`config.mk`:
```
export PLATFORM = sky130hd
export DESIGN_NAME = stp_open_loop_drive
export DESIGN_NICKNAME = d
export VERILOG_FILES = /design/src/hdl/stp_pkg.sv /design/src/hdl/stp_bridge_gate.sv /design/src/hdl/stp_open_loop_drive.sv
export SDC_FILE = /design/constraint.sdc
export NUM_CORES = 1
export LEC_CHECK = 0
export BUFFER_PORTS_ARGS = -buffer_cell sky130_fd_sc_hd__buf_2
export CAP_MARGIN = 20
export CORE_ASPECT_RATIO = 0.7
export CORE_MARGIN = 10
export CORE_UTILIZATION = 60
export CTS_CLUSTER_SIZE = 24
export DETAILED_ROUTE_END_ITERATION = 10
export PLACE_DENSITY = 0.81
export SLEW_MARGIN = 10
export SYNTH_ARGS = -nofsm -noshare
export SYNTH_HDL_FRONTEND = slang
export SYNTH_SLANG_ARGS = --single-unit
```
`constraint.sdc`:
```
create_clock -name clk -period 10.62 [get_ports clk]
set_input_delay 0.531 -clock clk [delete_from_list [all_inputs] [get_ports clk]]
set_output_delay 0.531 -clock clk [all_outputs]
set_load 0.03 [all_outputs]
```
`src/hdl/stp_pkg.sv`:
```
// constants, types and decoding shared by the stepper drive files
package stp_pkg;

  // ==========================================================
  // clock and pwm timing
  localparam int CLK_HZ = 20_000_000;
  localparam int PWM_HZ = 40_000;
  localparam int PWM_PERIOD_CYC = CLK_HZ / PWM_HZ;
  localparam int CNT_W = 9;
  localparam logic [CNT_W-1:0] PWM_LAST = CNT_W'(PWM_PERIOD_CYC - 1);
  localparam logic [CNT_W-1:0] PWM_FULL = CNT_W'(PWM_PERIOD_CYC);

  // ==========================================================
  // widths
  localparam int CMD_W = 10;
  localparam int CUR_W = 12;
  localparam int DUTY_W = CNT_W;
  localparam int STEP_W = 8;
  localparam int NWIND = 2;

  // ==========================================================
  // amplitude loop and decay limits
  localparam logic [DUTY_W-1:0] DUTY_INC = 9'h001;
  localparam logic [DUTY_W-1:0] RST_DUTY = 9'h000;
  localparam logic [CUR_W-1:0] RST_PEAK = 12'h000;
  localparam logic [CNT_W-1:0] RST_CNT = 9'h000;
  localparam logic [STEP_W-1:0] RST_STEP = 8'h00;
  localparam logic [2:0] GRAN_MAX = 3'h6;
  localparam logic [3:0] REVERSE_MAX_PERIODS = 4'h4;
  localparam logic [3:0] RST_REV = 4'h0;

  // ==========================================================
  // modes
  typedef enum logic {
    STP_FIXED_VOLTAGE,
    STP_FIXED_CURRENT
  } stp_method_t;

  typedef enum logic {
    STP_FIXED_DECAY,
    STP_ALTERNATE_DECAY
  } stp_decay_use_t;

  typedef enum logic [2:0] {
    STP_D_FAST,
    STP_D_REVERSE,
    STP_D_SLOW_L_DIODE,
    STP_D_SLOW_H_DIODE,
    STP_D_SLOW_L_MOSFET,
    STP_D_SLOW_H_MOSFET
  } stp_decay_t;

  // ==========================================================
  // decoding
  // illegal codes fall back to low side mosfet recirculation
  function automatic stp_decay_t stp_legal_decay(input logic [2:0] code);
    stp_legal_decay = (code > 3'h5) ? STP_D_SLOW_L_MOSFET : stp_decay_t'(code);
  endfunction : stp_legal_decay

  function automatic logic stp_is_fast(input stp_decay_t d);
    stp_is_fast = (d == STP_D_FAST) || (d == STP_D_REVERSE);
  endfunction : stp_is_fast

endpackage : stp_pkg

```
`src/hdl/stp_bridge_gate.sv`:
```
// gate pattern of one h-bridge for the chosen decay mode
`timescale 1ns/1ps
`default_nettype none
module stp_bridge_gate
  import stp_pkg::*;
(
  // clock and reset
  input wire logic clk,
  input wire logic nrst,
  // pattern select
  input wire stp_decay_t decay,
  input wire logic pwm_on,
  input wire logic negative,
  // gates
  output logic left_high_gate,
  output logic left_low_gate,
  output logic right_high_gate,
  output logic right_low_gate
);

  // ==========================================================
  // pattern for the positive direction
  logic dh;
  logic dl;
  logic oh;
  logic ol;

  always_comb begin
    dh = 1'b0;
    dl = 1'b0;
    oh = 1'b0;
    ol = 1'b0;
    unique case (decay)
      STP_D_FAST: begin
        dh = pwm_on;
        oh = pwm_on;
      end
      STP_D_REVERSE: begin
        dh = pwm_on;
        dl = pwm_on;
        oh = pwm_on;
        ol = pwm_on;
      end
      STP_D_SLOW_L_DIODE: begin
        dh = pwm_on;
        oh = 1'b1;
      end
      STP_D_SLOW_H_DIODE: begin
        dl = pwm_on;
        ol = 1'b1;
      end
      STP_D_SLOW_L_MOSFET: begin
        dh = pwm_on;
        dl = pwm_on;
        oh = 1'b1;
        ol = 1'b0;
      end
      STP_D_SLOW_H_MOSFET: begin
        oh = pwm_on;
        ol = pwm_on;
        dh = 1'b1;
      end
    endcase
  end

  // ==========================================================
  // registered gates, sides swapped for negative current
  always_ff @(posedge clk) begin
    if (!nrst) begin
      left_high_gate <= 1'b0;
      left_low_gate <= 1'b0;
      right_high_gate <= 1'b0;
      right_low_gate <= 1'b0;
    end else begin
      left_high_gate <= negative ? oh : dh;
      left_low_gate <= negative ? ol : dl;
      right_high_gate <= negative ? dh : oh;
      right_low_gate <= negative ? dl : ol;
    end
  end

endmodule : stp_bridge_gate
`default_nettype wire

```
`src/hdl/stp_open_loop_drive.sv`:
```
// open loop voltage and amplitude regulated drive of a two winding stepper
// What this block does
// - voltage mode: duty from command times rated duty, no feedback
// - every granularity, table values are voltages
// - fixed-voltage selector value picks voltage method
// - fixed-current selector value picks amplitude method
// - correct duty once per electrical period
// - capture peak current of both windings
// - peak below set point: raise duty
// - peak above: lower, not below rated
// - only amplitude regulated, shape stays open loop
// - fast decay: highs pwm, lows zero
// - fast decay off time: all switches off
// - reverse decay counts as fast decay for sensing and status
// - reverse decay kept short, limited periods
// - fixed use: one of six modes
// - alternate use: switch between two modes
// - fast decay: shunt current always valid
// - fixed uses primary, alternate toggles both
// - reverse decay: all four gates pwm
// - slow low mosfet: opposite high one
// - granularity 0..6 gives 4..256 steps
`timescale 1ns/1ps
`default_nettype none
module stp_open_loop_drive
  import stp_pkg::*;
(
  // clock and reset
  input wire logic clk,
  input wire logic nrst,
  // configuration
  input wire stp_method_t control_method_select,
  input wire stp_decay_use_t decay_use_select,
  input wire logic [2:0] primary_decay_choice,
  input wire logic [2:0] secondary_decay_choice,
  input wire logic [2:0] microstep_granularity,
  input wire logic [DUTY_W-1:0] rated_duty,
  input wire logic [CUR_W-1:0] current_setpoint,
  // waveform commands, one per winding except the shared step_tick
  input wire logic step_tick,
  input wire logic [NWIND*CMD_W-1:0] winding_level,
  input wire logic [NWIND-1:0] winding_negative,
  input wire logic [NWIND-1:0] secondary_request,
  // shunt current feedback
  input wire logic current_sample_valid,
  input wire logic [NWIND*CUR_W-1:0] shunt_current,
  // gates
  output logic [NWIND-1:0] left_high_gate,
  output logic [NWIND-1:0] left_low_gate,
  output logic [NWIND-1:0] right_high_gate,
  output logic [NWIND-1:0] right_low_gate,
  // status
  output logic [DUTY_W-1:0] amplitude_duty,
  output logic [CUR_W-1:0] last_peak_current,
  output logic period_done,
  output logic [NWIND-1:0] current_observable,
  output logic [2*NWIND-1:0] active_decay_code,
  output logic pwm_period_start
);

  // ==========================================================
  // helpers
  function automatic logic [CUR_W-1:0] mag(input logic [CUR_W-1:0] x);
    mag = x[CUR_W-1] ? CUR_W'(-x) : x;
  endfunction : mag

  function automatic logic [STEP_W-1:0] last_step(input logic [2:0] g);
    logic [2:0] gs;
    logic [STEP_W:0] n;
    gs = (g > GRAN_MAX) ? GRAN_MAX : g;
    n = (STEP_W+1)'(4) << gs;
    last_step = STEP_W'(n - (STEP_W+1)'(1));
  endfunction : last_step

  // ==========================================================
  // pwm carrier
  logic [CNT_W-1:0] pwm_cnt;
  logic boundary;

  assign boundary = (pwm_cnt == PWM_LAST);

  always_ff @(posedge clk) begin
    if (!nrst) begin
      pwm_cnt <= RST_CNT;
    end else if (boundary) begin
      pwm_cnt <= RST_CNT;
    end else begin
      pwm_cnt <= pwm_cnt + 9'h001;
    end
  end

  always_ff @(posedge clk) begin
    if (!nrst) begin
      pwm_period_start <= 1'b0;
    end else begin
      pwm_period_start <= boundary;
    end
  end

  // ==========================================================
  // step position inside one electrical period
  logic [STEP_W-1:0] step_pos;
  logic period_end;

  // a granularity cut mid period closes it on the next tick
  assign period_end = step_tick && (step_pos >= last_step(microstep_granularity));

  always_ff @(posedge clk) begin
    if (!nrst) begin
      step_pos <= RST_STEP;
    end else if (period_end) begin
      step_pos <= RST_STEP;
    end else if (step_tick) begin
      step_pos <= step_pos + 8'h01;
    end
  end

  // ==========================================================
  // peak capture over one electrical period
  logic [NWIND-1:0] obs;
  logic [CUR_W-1:0] peak;
  logic [CUR_W-1:0] next_peak;

  always_comb begin
    next_peak = peak;
    for (int w = 0; w < NWIND; w++) begin
      if (current_sample_valid && obs[w] &&
          mag(shunt_current[w*CUR_W +: CUR_W]) > next_peak) begin
        next_peak = mag(shunt_current[w*CUR_W +: CUR_W]);
      end
    end
  end

  always_ff @(posedge clk) begin
    if (!nrst) begin
      peak <= RST_PEAK;
    end else if (period_end) begin
      peak <= RST_PEAK;
    end else begin
      peak <= next_peak;
    end
  end

  // one cycle pulse marking the step that closed the period
  always_ff @(posedge clk) begin
    if (!nrst) begin
      period_done <= 1'b0;
    end else begin
      period_done <= period_end;
    end
  end

  // the closing sample still belongs to the period it ends
  always_ff @(posedge clk) begin
    if (!nrst) begin
      last_peak_current <= RST_PEAK;
    end else if (period_end) begin
      last_peak_current <= next_peak;
    end
  end

  // ==========================================================
  // amplitude loop
  logic [DUTY_W-1:0] next_amp;

  always_comb begin
    next_amp = amplitude_duty;
    // out of reset or under the floor, restart from rated duty
    if (control_method_select == STP_FIXED_VOLTAGE) begin
      next_amp = rated_duty;
    end else if (amplitude_duty < rated_duty) begin
      next_amp = rated_duty;
    end else if (period_end) begin
      if (next_peak < current_setpoint && amplitude_duty < PWM_FULL) begin
        next_amp = amplitude_duty + DUTY_INC;
      end else if (next_peak > current_setpoint &&
                   amplitude_duty >= rated_duty + DUTY_INC) begin
        next_amp = amplitude_duty - DUTY_INC;
      end
    end
  end

  always_ff @(posedge clk) begin
    if (!nrst) begin
      amplitude_duty <= RST_DUTY;
    end else begin
      amplitude_duty <= next_amp;
    end
  end

  // ==========================================================
  // per winding drive
  genvar gw;
  generate
    for (gw = 0; gw < NWIND; gw++) begin : g_wind
      logic [CMD_W-1:0] level;
      logic [CMD_W+DUTY_W-1:0] product;
      logic [DUTY_W-1:0] on_cycles;
      logic negative;
      stp_decay_t wanted;
      stp_decay_t decay;
      logic [3:0] rev_run;
      logic pwm_on;

      assign level = winding_level[gw*CMD_W +: CMD_W];
      // table shape scaled by amplitude only
      assign product = level * amplitude_duty;

      always_comb begin
        wanted = stp_legal_decay(primary_decay_choice);
        if (decay_use_select == STP_ALTERNATE_DECAY && secondary_request[gw]) begin
          wanted = stp_legal_decay(secondary_decay_choice);
        end
        // zero level: fast decay drains the winding quickest
        if (level == 10'h000) begin
          wanted = STP_D_FAST;
        end
        if (wanted == STP_D_REVERSE && rev_run >= REVERSE_MAX_PERIODS) begin
          wanted = STP_D_FAST;
        end
      end

      // latched only at the wrap, so no gate pulse is cut short
      always_ff @(posedge clk) begin
        if (!nrst) begin
          on_cycles <= RST_DUTY;
          negative <= 1'b0;
          decay <= STP_D_SLOW_L_MOSFET;
        end else if (boundary) begin
          on_cycles <= product[CMD_W+DUTY_W-1:CMD_W];
          negative <= winding_negative[gw];
          decay <= wanted;
        end
      end

      // fast periods keep the count, so reverse cannot restart through them
      always_ff @(posedge clk) begin
        if (!nrst) begin
          rev_run <= RST_REV;
        end else if (boundary) begin
          if (wanted == STP_D_REVERSE) begin
            rev_run <= rev_run + 4'h1;
          end else if (wanted != STP_D_FAST) begin
            rev_run <= RST_REV;
          end
        end
      end

      assign pwm_on = (pwm_cnt < on_cycles);
      assign obs[gw] = stp_is_fast(decay) || pwm_on;

      // each winding owns its status flops, the ports only gather them
      logic obs_q;
      logic [1:0] code_q;

      always_ff @(posedge clk) begin
        if (!nrst) begin
          obs_q <= 1'b0;
        end else begin
          obs_q <= obs[gw];
        end
      end

      always_ff @(posedge clk) begin
        if (!nrst) begin
          code_q <= 2'h0;
        end else begin
          code_q <= {stp_is_fast(decay), decay == STP_D_REVERSE};
        end
      end

      assign current_observable[gw] = obs_q;
      assign active_decay_code[2*gw +: 2] = code_q;

      stp_bridge_gate u_bridge (
        .clk(clk),
        .nrst(nrst),
        .decay(decay),
        .pwm_on(pwm_on),
        .negative(negative),
        .left_high_gate(left_high_gate[gw]),
        .left_low_gate(left_low_gate[gw]),
        .right_high_gate(right_high_gate[gw]),
        .right_low_gate(right_low_gate[gw])
      );
    end
  endgenerate

endmodule : stp_open_loop_drive
`default_nettype wire

```
==> impl_metrics.yaml <==
route:
  dr.pass1.iters: 6
  vias_per_cell: 5.79
  wirelength_mm: 30.1
  vias: 10400
  avgRoutedWirePerCell_microns: 16.7
  ant_nets: 0
  drc_errors: 0
  drt-initial-drc-count: 903
logic_synthesis:
  synth_top_area_share_pct: 18.9
  synth.yosys.warnings: 0
  dominantRegCellSynth: "dfxtp_1"
  ys_top_cells_by_area: "fa_1, dfxtp_1, ha_1"
  yosys.cell_types.count: 64
  async_flop_share_pct: 0
  synthCells: 1461
  seq_area_frac_synth_pct: 16.7
  synth_area_sq_mm: 0.0120
  syn-num-nets: 1818
  synth_top_area_cell: "fa_1"
  ys_ff_latch: 100
  avgSynthCellArea_sq_um: 8.21
  synth_edf_count: 0
setup_path:
  critPathMaxFanout: 32
  cpMostUsedCell: "a21o_1"
  crit_slowest_cell: "a221o_1"
  critPathMaxStageDelay_ns: 0.56
  critPathRequiredTime_ns: 10.88
  timing.rr.start: "pwm_cnt[1]$_SDFF_PP0_"
  cp-startpoint: "shunt_current[3]"
  arrival_ns: 9.18
  critical_path_class: "primary input to flop"
  startpoint_type: "primary input"
  cp-end-kind: "flop"
pwr:
  p_total_w: 0.00149
  peakVddDrop_mv: 0.0980
  p_leak_nw: 6.42
  power.density_mw_per_mm2: 115
grt:
  antenna_found_initial: 2
  grt_pass1_vias: 10400
  grt_usage_pct: 23.1
  grt_max_degree: 38
  overflow: 0
  grt_pass1_wl_mm: 51.0
floorplanning:
  initial_core_util_pct: 60.8
  die_h_microns: 138
  die_area_sq_mm: 0.0261
  io_pins: 121
  die_x_microns: 189
  core_area_sq_mm: 0.0197
  num_rows: 43
clock_network:
  cts_resized: 0
  tritoncts: "built"
  cts_htree_levels: 3
  cts.sinks: 100
  cts_buffers: 9
  path_clk_slew_ns: 0.08
  cts.path.max_buffers: 2
  cts_root_buffer: "clkbuf_16"
  post_cts_buffers: 0
  clock_latency_ns: 0.36
  hold_buffers: 0
sta:
  clock_skew_ns: 0.0175
  slew_headroom_pct: 22.5
  final_max_slew_viol_count: 0
  fmax_ghz: 0.112
  fin_crit_sh_pct: 84.0
  worstMarginPinSlew_ns: 1.16
  post-route-min-period_ns: 8.92
  rsz0062_at_grt: "no"
  hold_viol_final: 0
  finalSetupTns_ns: 0
  setup_viol: 0
hold_path:
  hold_start: "winding_negative[0]"
  hp-class: "primary input to flop"
final_layout:
  finalNonFillerCells: 1800
  area_delta_synth_final_pct: 8.24
  fin_util_pct: 65.8
  layout.nets: 1882
  drive_above_1_share_pct: 10.5
  fillers: 1640
placed_design:
  place_inst: 1784
  dp_hpwl_mm: 23.5
  io_buffers: 120
  place_congestion: 0.908
outcome:
  status: "completed"
flow_run:
  cap_violations: 0
## final cells by class
| class | count | area [sq um] | area share, % |
|---|---|---|---|
| diodes | 1 | 2.50 | 0.0193 |
| well taps | 270 | 338 | 2.60 |
| clock buffers | 10 | 229 | 1.76 |
| flip-flops and latches | 100 | 2000 | 15.4 |
| repair buffers | 132 | 691 | 5.32 |
| clock inverters | 5 | 62.6 | 0.482 |
| multi-input cells | 1087 | 8930 | 68.8 |
| inverters | 195 | 732 | 5.64 |
## Yosys cell counts (27+ instances only)
| cell | n |
|---|---|
| nand2_1 | 203 |
| a21o_1 | 27 |
| xnor2_1 | 40 |
| dfxtp_1 | 100 |
| and2_1 | 64 |
| ha_1 | 160 |
| clkbuf_1 | 61 |
| a21oi_1 | 60 |
| nor2_1 | 74 |
| fa_1 | 113 |
| inv_1 | 194 |
| nand3_1 | 35 |
| o21ai_0 | 74 |
## metal layers
metal | part of all wire [%] | vias up | GRT usage, %
met5 | 0 | - | 0
met4 | 0.96 | 0 | 3.96
met3 | 9.7 | 21 | 5.88
met2 | 43 | 445 | 35.0
met1 | 46 | 4968 | 32.7
li1 | - | 4996 | -
## flip-flops by register name (all words and copies together), names as in the netlist, 4 cells and up
name,flops
pwm_cnt,9
peak,12
g_wind.rev_run,8
last_peak_current,12
amplitude_duty,9
g_wind.on_cycles,18
g_wind.code_q,4
g_wind.decay,6
step_pos,8
## where the power goes
| group | leakage (nW) | internal, W | total (W) | switching (W) |
|---|---|---|---|---|
| Combinational | 5.47 | 0.000314 | 0.000754 | 0.000441 |
| Clock | 0.135 | 0.000183 | 0.000330 | 0.000147 |
| Sequential | 0.811 | 0.000388 | 0.000403 | 0.0000151 |
## cell usage in the layout, fill, tap and decap left out, types with 12 or more instances in the layout
cell type / Yosys / final
mux2i_1: 19 / 19
dfxtp_1: 100 / 100
xor2_1: 19 / 19
buf_4: 10 / 12
nand2_1: 203 / 203
xnor2_1: 40 / 40
buf_2: 2 / 120
o21ai_0: 74 / 74
inv_1: 194 / 194
a32oi_1: 15 / 15
a21oi_1: 60 / 59
and3_1: 13 / 13
nand3_1: 35 / 35
and2_1: 64 / 64
nor3_1: 13 / 13
a21o_1: 27 / 27
ha_1: 160 / 160
nand4_1: 14 / 14
fa_1: 113 / 113
nor2_1: 74 / 74
## critical path: cells and delay by family
family	cells	cell delay, ns
compound gates	20	4.17
xor+xnor	2	0.31
fa+ha+maj	4	1.42
buf+inv	2	0.44
mux	1	0.47
simple gates	9	1.82
## per-stage QoR
stage	hold WS (ns)	area [sq um]	worst slack, ns
finish	0.442	13000	1.70
global route	0.461	13000	1.10
CTS	0.435	13000	1.86
detailed placement	0.445	12700	1.48
global placement	0.441	12700	1.84
floorplan	0.428	12000	2.55
## cell families after synthesis
group           synth area share (%)
compound gates                  14.4
buf+inv                         8.97
mux                             1.58
xor+xnor                        4.31
flops                           16.7
fa+ha+maj                       35.5
simple gates                    18.5
## worst paths after layout
kind / end / slack, ns / cells after the start
worst max register to register: amplitude_duty[8]$_SDFFE_PN0P_ / 2.48 / 32
worst min register to register: g_wind[0].on_cycles[4]$_SDFFE_PN0P_ / 0.45 / 2
worst max-delay path: amplitude_duty[8]$_SDFFE_PN0P_ / 1.70 / 38
worst min-delay path: g_wind[0].negative$_SDFFE_PN0P_ / 0.44 / 3
No activity file was read; power rests on OpenSTA's default activity.
